<file path="config.mk">
export PLATFORM = sky130hd
export DESIGN_NAME = flash_register_command_handler
export DESIGN_NICKNAME = d
export VERILOG_FILES = /design/src/flash_cmd_pkg.sv /design/src/flash_register_command_handler.sv
export VERILOG_INCLUDE_DIRS = /design/src
export SDC_FILE = /design/constraint.sdc
export NUM_CORES = 1
export LEC_CHECK = 0
export BUFFER_PORTS_ARGS = -buffer_cell sky130_fd_sc_hd__buf_2
export CAP_MARGIN = 10
export CORE_MARGIN = 1
export CORE_UTILIZATION = 57
export CTS_CLUSTER_SIZE = 12
export DETAILED_ROUTE_END_ITERATION = 7
export MAX_ROUTING_LAYER = met4
export PLACE_DENSITY = 0.76
export SYNTH_ARGS = -nofsm -noshare
export SYNTH_HDL_FRONTEND = slang
export SYNTH_SLANG_ARGS = --single-unit
</file>
<file path="constraint.sdc">
create_clock -name clk -period 3.52 [get_ports clk]
set_input_delay 0.352 -clock clk [delete_from_list [all_inputs] [get_ports clk]]
set_output_delay 0.352 -clock clk [all_outputs]
set_load 0.01 [all_outputs]
</file>
<file path="src/flash_cmd_regs.svh">
`ifndef FLASH_CMD_REGS_SVH
`define FLASH_CMD_REGS_SVH
// =====================================================
// Command codes of the serial instruction set
`define OP_WRITE_UNLOCK 8'h06
`define OP_WRITE_LOCK_OFF 8'h04
`define OP_LOCK_WRITE 8'he5
`define OP_LOCK_READ 8'he8
`define OP_FLAG_READ 8'h70
`define OP_FLAG_CLEAR 8'h50
`define OP_PCFG_READ 8'hb5
`define OP_PCFG_WRITE 8'hb1
`define OP_VCFG_READ 8'h85
`define OP_VCFG_WRITE 8'h81
`define OP_ECFG_READ 8'h65
`define OP_ECFG_WRITE 8'h61
`define OP_RESET_ENABLE 8'h66
`define OP_RESET_MEMORY 8'h99
// =====================================================
// Field positions
`define LOCK_DOWN_BIT 1
`define LOCK_WRITE_BIT 0
`define FLAG_READY_BIT 7
`define FLAG_ERASE_ERR_BIT 5
`define FLAG_PROG_ERR_BIT 4
`define FLAG_VPP_ERR_BIT 3
`define FLAG_PROT_ERR_BIT 1
`define FLAG_ERR_MASK 8'h3a
// =====================================================
// Reset values
`define PCFG_RESET 16'hffff
`define LOCK_RESET 2'h0
`define SECTOR_COUNT 256
// =====================================================
// Timing
`define CLK_PERIOD_NS 10
`define PCFG_WRITE_TIME_NS 200000
`define PCFG_WRITE_CYCLES (`PCFG_WRITE_TIME_NS / `CLK_PERIOD_NS)
`endif

</file>
<file path="src/flash_cmd_pkg.sv">
package flash_cmd_pkg;
    // Command phase of the serial decoder
    typedef enum logic [2:0] {
        PH_OPCODE = 3'b000,
        PH_ADDR = 3'b001,
        PH_DATA = 3'b010,
        PH_READ = 3'b011,
        PH_IGNORE = 3'b100
    } phase_e;
endpackage

</file>
<file path="src/flash_register_command_handler.sv">
`timescale 1ns/10ps
`include "flash_cmd_regs.svh"
// Operation
// - Lock write needs write-enable latch set
// - Lock write: opcode, address, byte, exact end
// - Clear write-enable latch after lock write
// - Refuse lock write during program or erase
// - Flag register readable always, repeats
// - Flag clear resets four error bits
// - Flag clear ignores and keeps latch
// - Separate reads for three configuration registers
// - Persistent write needs latch, sixteen bits
// - Select rise starts timed persistent write
// - Busy during persistent write, then clear latch
// - Persistent value applies after next power-on
// - Volatile write: latch, one byte, clears latch
// - Volatile write applies at once
// - Enhanced write: latch, byte, clears, applies
// - Reset needs enable directly before memory reset
// - Reset restores locks, volatile and address regs
// - Device enters reset on select rise
// - Write-locked sector refuses program or erase
// - Lock-down freezes sector lock bits
module flash_register_command_handler #(
    parameter int PCFG_CYCLES = `PCFG_WRITE_CYCLES // Persistent write duration
) (
    input wire logic clk, // System clock, 100 MHz
    input wire logic rst_b, // Power-on reset, sync, active low
    input wire logic sel_b_pin, // Chip select from host, active low
    input wire logic sclk_pin, // Serial clock from host
    input wire logic serial_in_line, // Serial data in
    output logic serial_out, // Serial data out
    output logic serial_out_en, // High while driving serial out
    input wire logic array_busy, // Program or erase cycle running
    input wire logic [7:0] pe_sector, // Sector targeted by program or erase
    input wire logic [3:0] err_set, // Error events: erase, program, vpp, protection
    output logic pe_allowed, // Target sector not write locked
    output logic write_enable_latch, // Write-enable latch state
    output logic write_busy_flag, // Write in progress
    output logic [7:0] vcfg_out, // Active volatile configuration
    output logic [7:0] ecfg_out, // Active enhanced configuration
    output logic [7:0] ext_addr_out, // Extended address register
    output logic [15:0] pcfg_active, // Configuration latched at power-on
    output logic soft_reset_pulse // One cycle when software reset is taken
);
    // =====================================================
    // Pin synchronisers
    logic [1:0] sel_s_r, sck_s_r, din_s_r; // Two stage sync
    logic sck_d_r; // Delayed synced clock for edge find
    always_ff @(posedge clk) begin
        if (!rst_b) begin
            sel_s_r <= 2'h3;
            sck_s_r <= 2'h0;
            din_s_r <= 2'h0;
            sck_d_r <= 1'b0;
        end else begin
            sel_s_r <= {sel_s_r[0], sel_b_pin};
            sck_s_r <= {sck_s_r[0], sclk_pin};
            din_s_r <= {din_s_r[0], serial_in_line};
            sck_d_r <= sck_s_r[1];
        end
    end
    wire sel_b = sel_s_r[1];
    wire din = din_s_r[1];
    wire sck_rise = sck_s_r[1] & ~sck_d_r;
    wire sck_fall = ~sck_s_r[1] & sck_d_r;
    logic sel_d_r; // Delayed select for edge find
    wire sel_rise = sel_b & ~sel_d_r;

    // =====================================================
    // State
    flash_cmd_pkg::phase_e phase_r, phase_nxt; // Decoder phase
    logic [7:0] shift_r; // Incoming bit shifter
    logic [2:0] bitc_r; // Bit within byte
    logic [2:0] bytec_r; // Byte within phase
    logic [7:0] opcode_r; // Captured opcode
    logic [7:0] sect_r; // Sector from first address byte
    logic [15:0] data_r; // Captured data bytes
    logic [7:0] dout_r; // Output shift register
    logic wel_r; // Write enable latch
    logic rst_arm_r; // Reset enable pending
    logic [7:0] flags_r; // Flag status register
    logic [15:0] pcfg_r = `PCFG_RESET; // Non-volatile store: power-on reset must not clear it
    logic [15:0] pcfg_live_r; // Copy taken at power-on
    logic pcfg_boot_r; // Power-on copy done
    logic [7:0] vcfg_r, ecfg_r, ext_r; // Volatile registers
    logic [1:0] lock_r [`SECTOR_COUNT]; // Per-sector lock pairs
    logic [31:0] pc_cnt_r; // Persistent write timer

    // =====================================================
    // Decode
    wire byte_done = sck_rise & ~sel_b & (bitc_r == 3'h7);
    wire [7:0] byte_in = {shift_r[6:0], din};
    wire pc_busy = (pc_cnt_r != 32'h0);
    wire busy = pc_busy | array_busy;
    wire is_lockw = (opcode_r == `OP_LOCK_WRITE);
    wire is_pcw = (opcode_r == `OP_PCFG_WRITE);
    wire is_vcw = (opcode_r == `OP_VCFG_WRITE);
    wire is_ecw = (opcode_r == `OP_ECFG_WRITE);
    // Exact byte boundary: data phase, bit count zero; each command checks its own byte count
    wire at_edge = (phase_r == flash_cmd_pkg::PH_DATA) & (bitc_r == 3'h0);
    wire lock_ok = sel_rise & at_edge & is_lockw & (bytec_r == 3'h1) & wel_r & ~busy;
    wire lock_frozen = lock_r[sect_r][`LOCK_DOWN_BIT];
    wire pcw_ok = sel_rise & at_edge & is_pcw & (bytec_r == 3'h2) & wel_r & ~busy;
    wire vcw_ok = sel_rise & at_edge & is_vcw & (bytec_r == 3'h1) & wel_r & ~busy;
    wire ecw_ok = sel_rise & at_edge & is_ecw & (bytec_r == 3'h1) & wel_r & ~busy;
    wire op_end = sel_rise & (phase_r == flash_cmd_pkg::PH_OPCODE) & (bitc_r == 3'h0) & (bytec_r == 3'h1);
    wire clr_ok = op_end & (opcode_r == `OP_FLAG_CLEAR);
    wire write_unlock_cmd_ok = op_end & (opcode_r == `OP_WRITE_UNLOCK);
    wire wrdi_ok = op_end & (opcode_r == `OP_WRITE_LOCK_OFF);
    wire rsten_ok = op_end & (opcode_r == `OP_RESET_ENABLE);
    wire rst_go = op_end & (opcode_r == `OP_RESET_MEMORY) & rst_arm_r;
    wire pc_done = (pc_cnt_r == 32'h1);

    // =====================================================
    // Reload value at the start of every byte of a read
    logic [7:0] rd_val; // Byte to shift out next
    always_comb begin
        rd_val = 8'h00;
        if (opcode_r == `OP_FLAG_READ) begin
            rd_val = {~busy, flags_r[6:0]};
        end else if (opcode_r == `OP_PCFG_READ) begin
            rd_val = pcfg_r[7:0];
        end else if (opcode_r == `OP_VCFG_READ) begin
            rd_val = vcfg_r;
        end else if (opcode_r == `OP_ECFG_READ) begin
            rd_val = ecfg_r;
        end
    end
    wire is_read_op = (byte_in == `OP_FLAG_READ) | (byte_in == `OP_PCFG_READ) |
                      (byte_in == `OP_VCFG_READ) | (byte_in == `OP_ECFG_READ);
    wire has_addr = (byte_in == `OP_LOCK_WRITE);
    wire is_pcw_in = (byte_in == `OP_PCFG_WRITE);
    wire has_data = is_pcw_in | (byte_in == `OP_VCFG_WRITE) | (byte_in == `OP_ECFG_WRITE);

    // =====================================================
    // Phase sequencing
    always_comb begin
        phase_nxt = phase_r;
        case (phase_r)
            flash_cmd_pkg::PH_OPCODE: begin
                if (byte_done & (bytec_r == 3'h0)) begin
                    if (is_read_op) begin
                        phase_nxt = flash_cmd_pkg::PH_READ;
                    end else if (has_addr) begin
                        phase_nxt = flash_cmd_pkg::PH_ADDR;
                    end else if (has_data) begin
                        phase_nxt = flash_cmd_pkg::PH_DATA;
                    end
                end else if (byte_done) begin
                    phase_nxt = flash_cmd_pkg::PH_IGNORE; // Too long for no-data op
                end
            end
            flash_cmd_pkg::PH_ADDR: begin
                if (byte_done & (bytec_r == 3'h2)) begin
                    phase_nxt = flash_cmd_pkg::PH_DATA;
                end
            end
            default: begin
                phase_nxt = phase_r;
            end
        endcase
        if (sel_b) begin
            phase_nxt = flash_cmd_pkg::PH_OPCODE;
        end
    end

    // =====================================================
    // Serial shifter and counters
    always_ff @(posedge clk) begin
        if (!rst_b) begin
            phase_r <= flash_cmd_pkg::PH_OPCODE;
            shift_r <= 8'h00;
            bitc_r <= 3'h0;
            bytec_r <= 3'h0;
            opcode_r <= 8'h00;
            sect_r <= 8'h00;
            data_r <= 16'h0000;
            dout_r <= 8'h00;
            sel_d_r <= 1'b1;
        end else begin
            sel_d_r <= sel_b;
            phase_r <= phase_nxt;
            if (sel_b) begin
                bitc_r <= 3'h0;
                bytec_r <= 3'h0;
            end else if (sck_rise) begin
                shift_r <= byte_in;
                bitc_r <= bitc_r + 3'h1;
                if (byte_done) begin
                    // Byte counter restarts when the phase moves on
                    bytec_r <= (phase_nxt != phase_r) ? 3'h0 : bytec_r + 3'h1;
                    if (phase_r == flash_cmd_pkg::PH_OPCODE && bytec_r == 3'h0) begin
                        opcode_r <= byte_in;
                        bytec_r <= (phase_nxt != phase_r) ? 3'h0 : 3'h1;
                    end
                    if (phase_r == flash_cmd_pkg::PH_ADDR && bytec_r == 3'h0) begin
                        sect_r <= byte_in; // First address byte is bits 23:16, the sector
                    end
                    if (phase_r == flash_cmd_pkg::PH_DATA) begin
                        data_r <= {data_r[7:0], byte_in};
                    end
                end
            end else if (sck_fall && phase_r == flash_cmd_pkg::PH_READ) begin
                // Each byte reloads, so the first fall shows the MSB and the flag byte repeats live
                dout_r <= (bitc_r == 3'h0) ? rd_val : {dout_r[6:0], dout_r[7]};
            end
        end
    end
    assign serial_out = dout_r[7];
    assign serial_out_en = ~sel_b & (phase_r == flash_cmd_pkg::PH_READ);

    // =====================================================
    // Write enable latch, reset arming, flags
    always_ff @(posedge clk) begin
        if (!rst_b) begin
            wel_r <= 1'b0;
            rst_arm_r <= 1'b0;
            flags_r <= 8'h00;
        end else begin
            if (write_unlock_cmd_ok) begin
                wel_r <= 1'b1;
            end else if (wrdi_ok | lock_ok | vcw_ok | ecw_ok | pc_done | rst_go) begin
                wel_r <= 1'b0;
            end
            if (sel_rise) begin
                rst_arm_r <= rsten_ok;
            end
            // New errors win over a clear in the same cycle
            flags_r <= (clr_ok ? (flags_r & ~`FLAG_ERR_MASK) : flags_r) |
                       {2'b00, err_set[3], err_set[2], err_set[1], 1'b0, err_set[0], 1'b0};
        end
    end

    // =====================================================
    // Configuration registers and persistent write timer
    always_ff @(posedge clk) begin
        if (!rst_b) begin
            pcfg_live_r <= `PCFG_RESET;
            pcfg_boot_r <= 1'b0;
            vcfg_r <= 8'h00;
            ecfg_r <= 8'h00;
            ext_r <= 8'h00;
            pc_cnt_r <= 32'h0;
        end else begin
            if (!pcfg_boot_r) begin
                pcfg_live_r <= pcfg_r;
                vcfg_r <= pcfg_r[15:8];
                ecfg_r <= pcfg_r[7:0];
                pcfg_boot_r <= 1'b1;
            end else if (rst_go) begin
                vcfg_r <= pcfg_live_r[15:8];
                ecfg_r <= pcfg_live_r[7:0];
                ext_r <= 8'h00;
            end else begin
                if (vcw_ok) begin
                    vcfg_r <= data_r[7:0];
                end
                if (ecw_ok) begin
                    ecfg_r <= data_r[7:0];
                end
            end
            if (pcw_ok) begin
                pcfg_r <= {data_r[7:0], data_r[15:8]}; // Low byte sent first
                pc_cnt_r <= PCFG_CYCLES[31:0];
            end else if (pc_busy) begin
                pc_cnt_r <= pc_cnt_r - 32'h1;
            end
        end
    end

    // =====================================================
    // Sector lock array
    always_ff @(posedge clk) begin
        if (!rst_b || rst_go) begin
            for (int i = 0; i < `SECTOR_COUNT; i++) begin
                lock_r[i] <= `LOCK_RESET;
            end
        end else if (lock_ok && !lock_frozen) begin
            lock_r[sect_r] <= data_r[1:0];
        end
    end

    assign pe_allowed = ~lock_r[pe_sector][`LOCK_WRITE_BIT];
    assign write_enable_latch = wel_r;
    assign write_busy_flag = pc_busy;
    assign vcfg_out = vcfg_r;
    assign ecfg_out = ecfg_r;
    assign ext_addr_out = ext_r;
    assign pcfg_active = pcfg_live_r;
    assign soft_reset_pulse = rst_go;

    // =====================================================
    // Checks
    property p_lock_wel;
        @(posedge clk) disable iff (!rst_b) lock_ok |=> !wel_r;
    endproperty
    a_lock_wel: assert property (p_lock_wel) else $error("latch not cleared after lock write");
    property p_lock_busy;
        @(posedge clk) disable iff (!rst_b) (busy && !rst_go) |=> lock_r[$past(sect_r)] == $past(lock_r[sect_r]);
    endproperty
    a_lock_busy: assert property (p_lock_busy) else $error("lock write taken while busy");
    property p_clr_wel;
        @(posedge clk) disable iff (!rst_b) (clr_ok && !pc_done) |=> wel_r == $past(wel_r);
    endproperty
    a_clr_wel: assert property (p_clr_wel) else $error("flag clear changed latch");
    property p_pc_busy;
        @(posedge clk) disable iff (!rst_b) pcw_ok |=> write_busy_flag [*8];
    endproperty
    a_pc_busy: assert property (p_pc_busy) else $error("persistent write not busy");
    property p_vcw;
        @(posedge clk) disable iff (!rst_b) (vcw_ok && pcfg_boot_r) |=> vcfg_r == $past(data_r[7:0]) && !wel_r;
    endproperty
    a_vcw: assert property (p_vcw) else $error("volatile write wrong");
    property p_nowel;
        @(posedge clk) disable iff (!rst_b) (sel_rise && !wel_r && !rst_go && pcfg_boot_r) |=>
            $stable(vcfg_r) && $stable(ecfg_r) && $stable(pcfg_r);
    endproperty
    a_nowel: assert property (p_nowel) else $error("write without latch");
    property p_arm;
        @(posedge clk) disable iff (!rst_b) rst_go |-> $past(rst_arm_r);
    endproperty
    a_arm: assert property (p_arm) else $error("reset without enable");
    property p_pcfg_hold;
        @(posedge clk) disable iff (!rst_b) pcfg_boot_r && $past(pcfg_boot_r) |-> $stable(pcfg_live_r);
    endproperty
    a_pcfg_hold: assert property (p_pcfg_hold) else $error("active config changed");
    c_lock: cover property (@(posedge clk) lock_ok);
    c_pcw: cover property (@(posedge clk) pcw_ok ##[1:1000] pc_done);
    c_rst: cover property (@(posedge clk) rst_go);
endmodule // flash_register_command_handler

</file>
==> results of run 1 <==
sequential cells by signal (all words and copies together) (netlist names), 2 cells and up, named ones only:
signal / cells
bitc_r: 3
bytec_r: 3
data_r: 16
din_s_r: 2
dout_r: 8
ecfg_out: 8
flags_r: 4
lock_r: 512
opcode_r: 8
pc_cnt_r: 32
pcfg_active: 16
pcfg_r: 16
phase_r: 3
sck_s_r: 2
sect_r: 8
sel_s_r: 2
shift_r: 7
vcfg_out: 8
placed cells by master, fill, tap and decap left out, types with 54 or more instances in the layout:
cell       netlist  layout
buf_4           11     189
nor2_1         637     636
mux4_2         136     136
clkbuf_16        0      72
mux2i_1         65      63
edfxtp_1       528     528
o21ai_1          0     194
buf_2           47      54
dfxtp_1        143     140
o21ai_0        265      61
nand2_1        157     157
how the worst max path moves through the flow:
stage | startpoint | to | slack (ps) | depth (start not counted)
2_1_floorplan | pe_sector[0] | pe_allowed | 120 | 7
3_3_place_gp | bitc_r[0] | lock_r[210][1] | -180 | 13
3_5_place_dp | bitc_r[0] | lock_r[214][0] | -330 | 13
4_1_cts | register | lock_r[51][1] | 3 | 11
5_1_grt | bitc_r[0] | lock_r[214][0] | -50 | 17
6_report | register | lock_r[132][1] | -20 | 11
kinds of logic after synthesis:
logic type / after synthesis / synth area share
AOI/OAI and AO/OA: 424 / 0.0804
xor gates and xnor gates: 26 / 0.00741
adders and majority gates: 9 / 0.00367
buffers and inverters: 270 / 0.0365
DFF: 671 / 0.609
muxes: 220 / 0.128
other: 1 / 0.000122
and+or+nand+nor: 977 / 0.135
worst max-delay path: cells and delay by family (launching register included):
family | cells | cell delay, ps
mux | 2 | 670
simple gates | 1 | 130
compound gates | 4 | 1060
buf+inv | 4 | 810
flops | 1 | 490
stage by stage:
stage | hold slack [ps] | instance area (um^2)
floorplan | 380 | 30700
global placement | 400 | 32700
detailed placement | 398 | 32700
CTS | 56.5 | 35000
global route | 88.2 | 35200
finish | 79.5 | 35200
final cells by class:
type                       count  area, um^2
antenna                        2        5.00
clock buffer                 103        1960
clock inverter                14         190
fill                        3663       17700
inverter                      18        67.6
multi-input combinational   1665       11000
sequential                   671       18700
tap                          688         861
timing repair buffer         284        2370
layer usage:
layer | global-route usage | wire, um
met1 | 0.414 | 30900
met3 | 0.0676 | 10500
met2 | 0.493 | 40300
met4 | 0.135 | 3090
met5 | - | 0
power by group through the flow:
stage / Clock (uW) / Combinational [uW] / Sequential [uW]
CTS: 7210 / 2080 / 9160
global route: 7510 / 2320 / 9210
detailed placement: 0 / 2050 / 9330
global placement: 0 / 1990 / 9300
finish: 7160 / 2110 / 9170
floorplan: 0 / 1480 / 9250
what timing repair did:
item	4_1_cts	5_1_grt
setup buffers	5	9
gates resized for setup	22	216
endpoints found under the hold margin	7	0
cloned	0	4
pin swaps	1	6
setup endpoints to repair	605	604
hold buffers	7	0
==> flow_metrics.py, run 1 <==
metrics = {
    "status": {
        "outcome": "finished with violations",
        "violations": "design-rule violations, negative setup slack",
    },
    "sta": {
        "final-hold-violation-count": 0,
        "max-slew-margin-rel": 0.162,
        "worst_slack_ps": -15.1,
        "post_route_setup_tns_ps": -64.9,
        "timing_max_transition_violations_final": 0,
        "period_minus_slack_ps": 3540,
        "rsz0062_at_grt": "true",
        "finalClockSkew_ps": 33.4,
        "achievable-frequency_mhz": 283,
        "layout_worst_path_cycle_share": 1.00,
        "timing_worst_slew_pin_value_ps": 1250,
        "setup_viol_count_final": 9,
    },
    "clock_network": {
        "tritoncts": "done",
        "ctsRootBufferMaster": "clkbuf_16",
        "clock_insertion_delay_worst_skew_ps": 620,
        "cts_buffer_count": 70,
        "cts_max_path_buffers": 3,
        "path_clk_slew_ps": 60,
        "cts.htree.levels": 3,
        "clkSinkCount": 671,
    },
    "power": {
        "cellInternalPower_uw": 14000,
        "power.switching_fraction": 0.239,
        "clkPwrFrac": 0.388,
        "comb_power_share": 0.114,
        "totalPowerFinal_uw": 18400,
        "power.leakage_uw": 0.0118,
        "p_sw_uw": 4410,
        "seq_power_share": 0.497,
        "p_per_area_mw_per_mm2": 524,
        "vdd.ir_drop.worst_v": 0.000662,
    },
    "setup_path": {
        "timing.critical_path.from_type": "register",
        "critical_path_fanouts_max": 20,
        "reg2reg_slack_ps": -20,
        "cpMaxStageDelayCell": "mux4_2",
        "timing.critical_path.required_ps": 3790,
        "cp_data_arrival_time_ps": 3810,
        "r2r.worst_path.cells": 11,
        "crit_path_cell_trace": "buf_12 > mux4_2 > mux2i_1 > nand2_1 > a41o_1 > a2111oi_4 > buf_4 > buf_12 > o211ai_1 > buf_4 > o21ai_1",
        "crit_path_max_incr_delay_ps": 510,
        "criticalPathCategory": "reg -> reg",
        "crit_path_end_kind": "register",
        "critical_path.reg2reg.endpoint": "lock_r[132][1]",
    },
    "drt": {
        "wl_per_cell_um": 24.6,
        "first_iter_violations": 3227,
        "vias": 22520,
        "drt_pass1_iterations": 8,
        "drt_wl_total_um": 84800,
        "routed_via_density": 6.54,
        "detail-route-antenna-nets": 0,
        "detail_route.drc_violations": 5,
    },
    "synth": {
        "yosys-top-cells-count": "nor2_1, edfxtp_1, o21ai_0, clkbuf_1, nand2_1",
        "postSynthRegisterBits": 671,
        "mappedNetlistArea_mm2": 0.0307,
        "netlist.top_cell.by_area": "edfxtp_1",
        "synth_edf_count": 528,
        "predominant_post_synthesis_flop_cell": "edfxtp_1",
        "synthesis.area_per_instance_um2": 11.8,
        "synthMostInstantiatedCell": "nor2_1",
        "synth_async_sr_flop_share": 0,
        "synth_top_cell_area_share": 0.516,
        "yosysUniqueCellTypes": 65,
        "synthesis.instances": 2598,
        "synth_seq_area_share": 0.609,
        "yosys-top-cells-area": "edfxtp_1, mux4_2, dfxtp_1, nor2_1, o21ai_0",
        "yosys_warning_total": 0,
    },
    "hold_path": {
        "min_delay_worst_endpoint": "sel_s_r[1]",
        "timing.hold.worst_path_depth": 2,
        "hp-class": "in -> reg",
        "worstHoldStart": "rst_b",
    },
    "placed_design": {
        "hpwlAfterDp_um": 55200,
        "gp_congestion": 0.976,
        "dp_worst_setup_slack_ps": -327,
        "dp_cells": 3301,
        "port-buffer-count": 55,
    },
    "die": {
        "floorplan.initialDensity": 0.581,
        "chipWidth_um": 234,
        "pin_count": 64,
        "core_mm2": 0.0529,
        "number_of_core_rows": 84,
        "design.die.area_mm2": 0.0548,
        "dieHeight_um": 234,
    },
    "grt": {
        "grt_start_max_net_pins": 104,
        "global_route_wire_length_before_repair_um": 128000,
        "antenna_found_initial": 2,
        "globalRoute.totalOverflow": 0,
        "grt_pass1_vias": 21823,
        "overall_global_routing_usage": 0.320,
    },
    "layout": {
        "finish.utilization": 0.666,
        "finish.cell_count_without_fillers": 3445,
        "finish.net_count": 2737,
        "flow.area_growth_from_synthesis_pct": 14.7,
        "drive_above_1_share": 0.203,
    },
    "flow_run": {
        "maxCapViolations": 0,
    },
}
(Power assumes the default switching activity.)
==> run 2, diff against run 1 <==
--- a/config.mk
+++ b/config.mk
@@ -14,6 +14,7 @@
 export DETAILED_ROUTE_END_ITERATION = 7
 export MAX_ROUTING_LAYER = met4
 export PLACE_DENSITY = 0.76
+export SKIP_LAST_GASP = 1
 export SYNTH_ARGS = -nofsm -noshare
 export SYNTH_HDL_FRONTEND = slang
 export SYNTH_SLANG_ARGS = --single-unit
==> flow_metrics.py, run 2 (synthesis results as in run 1) <==
metrics = {
    "layout": {
        "largest-register": "lock_r",
        "layout_commonest_cell": "nor2_1",
        "largest_register_ff_count": 512,
        "finish.utilization": 0.666,
        "flow.area_growth_from_synthesis_pct": 14.6,
        "mostFrequentLayoutCells": "nor2_1, edfxtp_1, buf_4",
        "largestRegisters": "lock_r: 512 flops, pc_cnt_r: 32 flops",
        "finish.net_count": 2737,
        "finish.cell_count_without_fillers": 3445,
        "final.fill_count": 3668,
        "drive_above_1_share": 0.202,
    },
    "placed_design": {
        "gp_congestion": 0.976,
        "dp_cells": 3301,
        "port-buffer-count": 55,
        "hpwlAfterDp_um": 55200,
    },
    "grt": {
        "grt_start_max_net_pins": 104,
        "antenna_found_initial": 2,
        "globalRoute.totalOverflow": 0,
        "global_route_wire_length_before_repair_um": 128000,
        "grt_pass1_vias": 21823,
        "overall_global_routing_usage": 0.320,
    },
    "sta": {
        "setup_viol_count_final": 6,
        "post_route_setup_tns_ps": -58.0,
        "timing_max_transition_violations_final": 0,
        "timing_worst_slew_pin_value_ps": 1270,
        "achievable-frequency_mhz": 283,
        "period_minus_slack_ps": 3540,
        "max-slew-margin-rel": 0.155,
        "worst_slack_ps": -15.5,
        "finalClockSkew_ps": 31.3,
        "rsz0062_at_grt": "true",
        "layout_worst_path_cycle_share": 1.00,
        "final-hold-violation-count": 0,
    },
    "die": {
        "pin_count": 64,
        "floorplan.initialDensity": 0.581,
        "design.die.area_mm2": 0.0548,
        "chipWidth_um": 234,
        "number_of_core_rows": 84,
        "core_mm2": 0.0529,
        "dieHeight_um": 234,
    },
    "drt": {
        "drt_wl_total_um": 84900,
        "detail-route-antenna-nets": 0,
        "wl_per_cell_um": 24.6,
        "drt_pass1_iterations": 6,
        "vias": 22558,
        "first_iter_violations": 3165,
        "detail_route.drc_violations": 0,
        "routed_via_density": 6.55,
    },
    "power": {
        "seq_power_share": 0.497,
        "p_per_area_mw_per_mm2": 524,
        "totalPowerFinal_uw": 18400,
        "clkPwrFrac": 0.388,
        "comb_power_share": 0.114,
        "power.leakage_uw": 0.0118,
        "p_sw_uw": 4410,
        "power.switching_fraction": 0.239,
        "cellInternalPower_uw": 14000,
        "vdd.ir_drop.worst_v": 0.000661,
    },
    "setup_path": {
        "reg2reg_slack_ps": -20,
        "timing.critical_path.required_ps": 3800,
        "cpMaxStageDelayCell": "mux4_2",
        "crit_path_end_kind": "register",
        "most_used_cell_along_the_critical_path": "buf_4",
        "crit_path_max_incr_delay_ps": 510,
        "criticalPathCategory": "reg -> reg",
        "critical_path_fanouts_max": 24,
        "timing.critical_path.from_type": "register",
        "crit_path_cell_trace": "buf_12 > mux4_2 > mux2i_1 > nand2_1 > a41o_1 > a2111oi_4 > buf_4 > clkbuf_16 > o211ai_1 > buf_4 > o21ai_0",
        "cp_data_arrival_time_ps": 3810,
    },
    "clock_network": {
        "clkSinkCount": 671,
        "clock_insertion_delay_worst_skew_ps": 620,
        "cts.htree.levels": 3,
        "path_clk_slew_ps": 60,
        "ctsRootBufferMaster": "clkbuf_16",
        "cts_buffer_count": 70,
        "tritoncts": "done",
        "cts_max_path_buffers": 3,
    },
    "status": {
        "violations": "negative setup slack",
        "outcome": "finished with violations",
    },
    "hold_path": {
        "hp-class": "in -> reg",
    },
    "flow_run": {
        "maxCapViolations": 0,
    },
}
[run 2: cell count changes in the layout (fill, tap and decap cells not counted)]
| cell | delta |
|---|---|
| o21ai_0 | +16 |
| o21ai_2 | -4 |
| o21ai_1 | -12 |
[run 2: power groups by stage]
stage | sequential, uW | combinational [uW] | clock [uW]
after floorplan | 9250 | 1480 | 0
after detailed placement | 9330 | 2050 | 0
after CTS | 9160 | 2080 | 7210
final | 9170 | 2110 | 7160
after global placement | 9300 | 1990 | 0
after global routing | 9210 | 2310 | 7510
[run 2: critical path: cells and delay by family (launching register included)]
kind	cells	cell delay (ps)
buffers and inverters	4	790
AOI/OAI and AO/OA	4	1100
muxes	2	670
DFF	1	480
and+or+nand+nor	1	130
[run 2: metrics by stage]
| step | setup WS, ps | instance area, um^2 | hold WS (ps) |
|---|---|---|---|
| after floorplan | 122 | 30700 | 380 |
| after global placement | -177 | 32700 | 400 |
| after detailed placement | -327 | 32700 | 398 |
| after CTS | 3.28 | 35000 | 56.5 |
| after global routing | -75.1 | 35200 | 88.2 |
| final | -15.5 | 35200 | 75.0 |
[run 2: routing by layer]
| metal | wire, um | track usage | up-vias |
|---|---|---|---|
| met5 | 0 | - | - |
| met4 | 3110 | 0.135 | 0 |
| met3 | 10200 | 0.0676 | 240 |
| met2 | 40600 | 0.493 | 1552 |
| met1 | 31000 | 0.414 | 11087 |
| li1 | - | - | 9679 |
[run 2: repair_timing]
item                                   in CTS  in global routing
cloned                                      0                  4
buffers inserted                            5                  9
setup endpoints to repair                 605                604
resized for setup                          22                196
pin swaps                                   1                  6
hold buffers                                7                  0
endpoints found under the hold margin       7                  0
[run 2: cell type report]
cell class	count	area (um^2)	area share
Sequential cell	671	18700	0.532
Multi-Input combinational cell	1665	11000	0.313
Timing Repair Buffer	284	2370	0.0674
Clock buffer	103	1960	0.0557
Tap cell	688	861	0.0245
Clock inverter	14	190	0.00540
Inverter	18	67.6	0.00192
Antenna cell	2	5.00	0.000142
[run 2: worst paths after layout]
check	startpoint	to	depth (start not counted)
max	register	lock_r[107][1]	11
min	rst_b	sel_s_r[1]	2
max reg2reg	register	lock_r[107][1]	11
min reg2reg	sel_s_r[0]	sel_s_r[1]	1
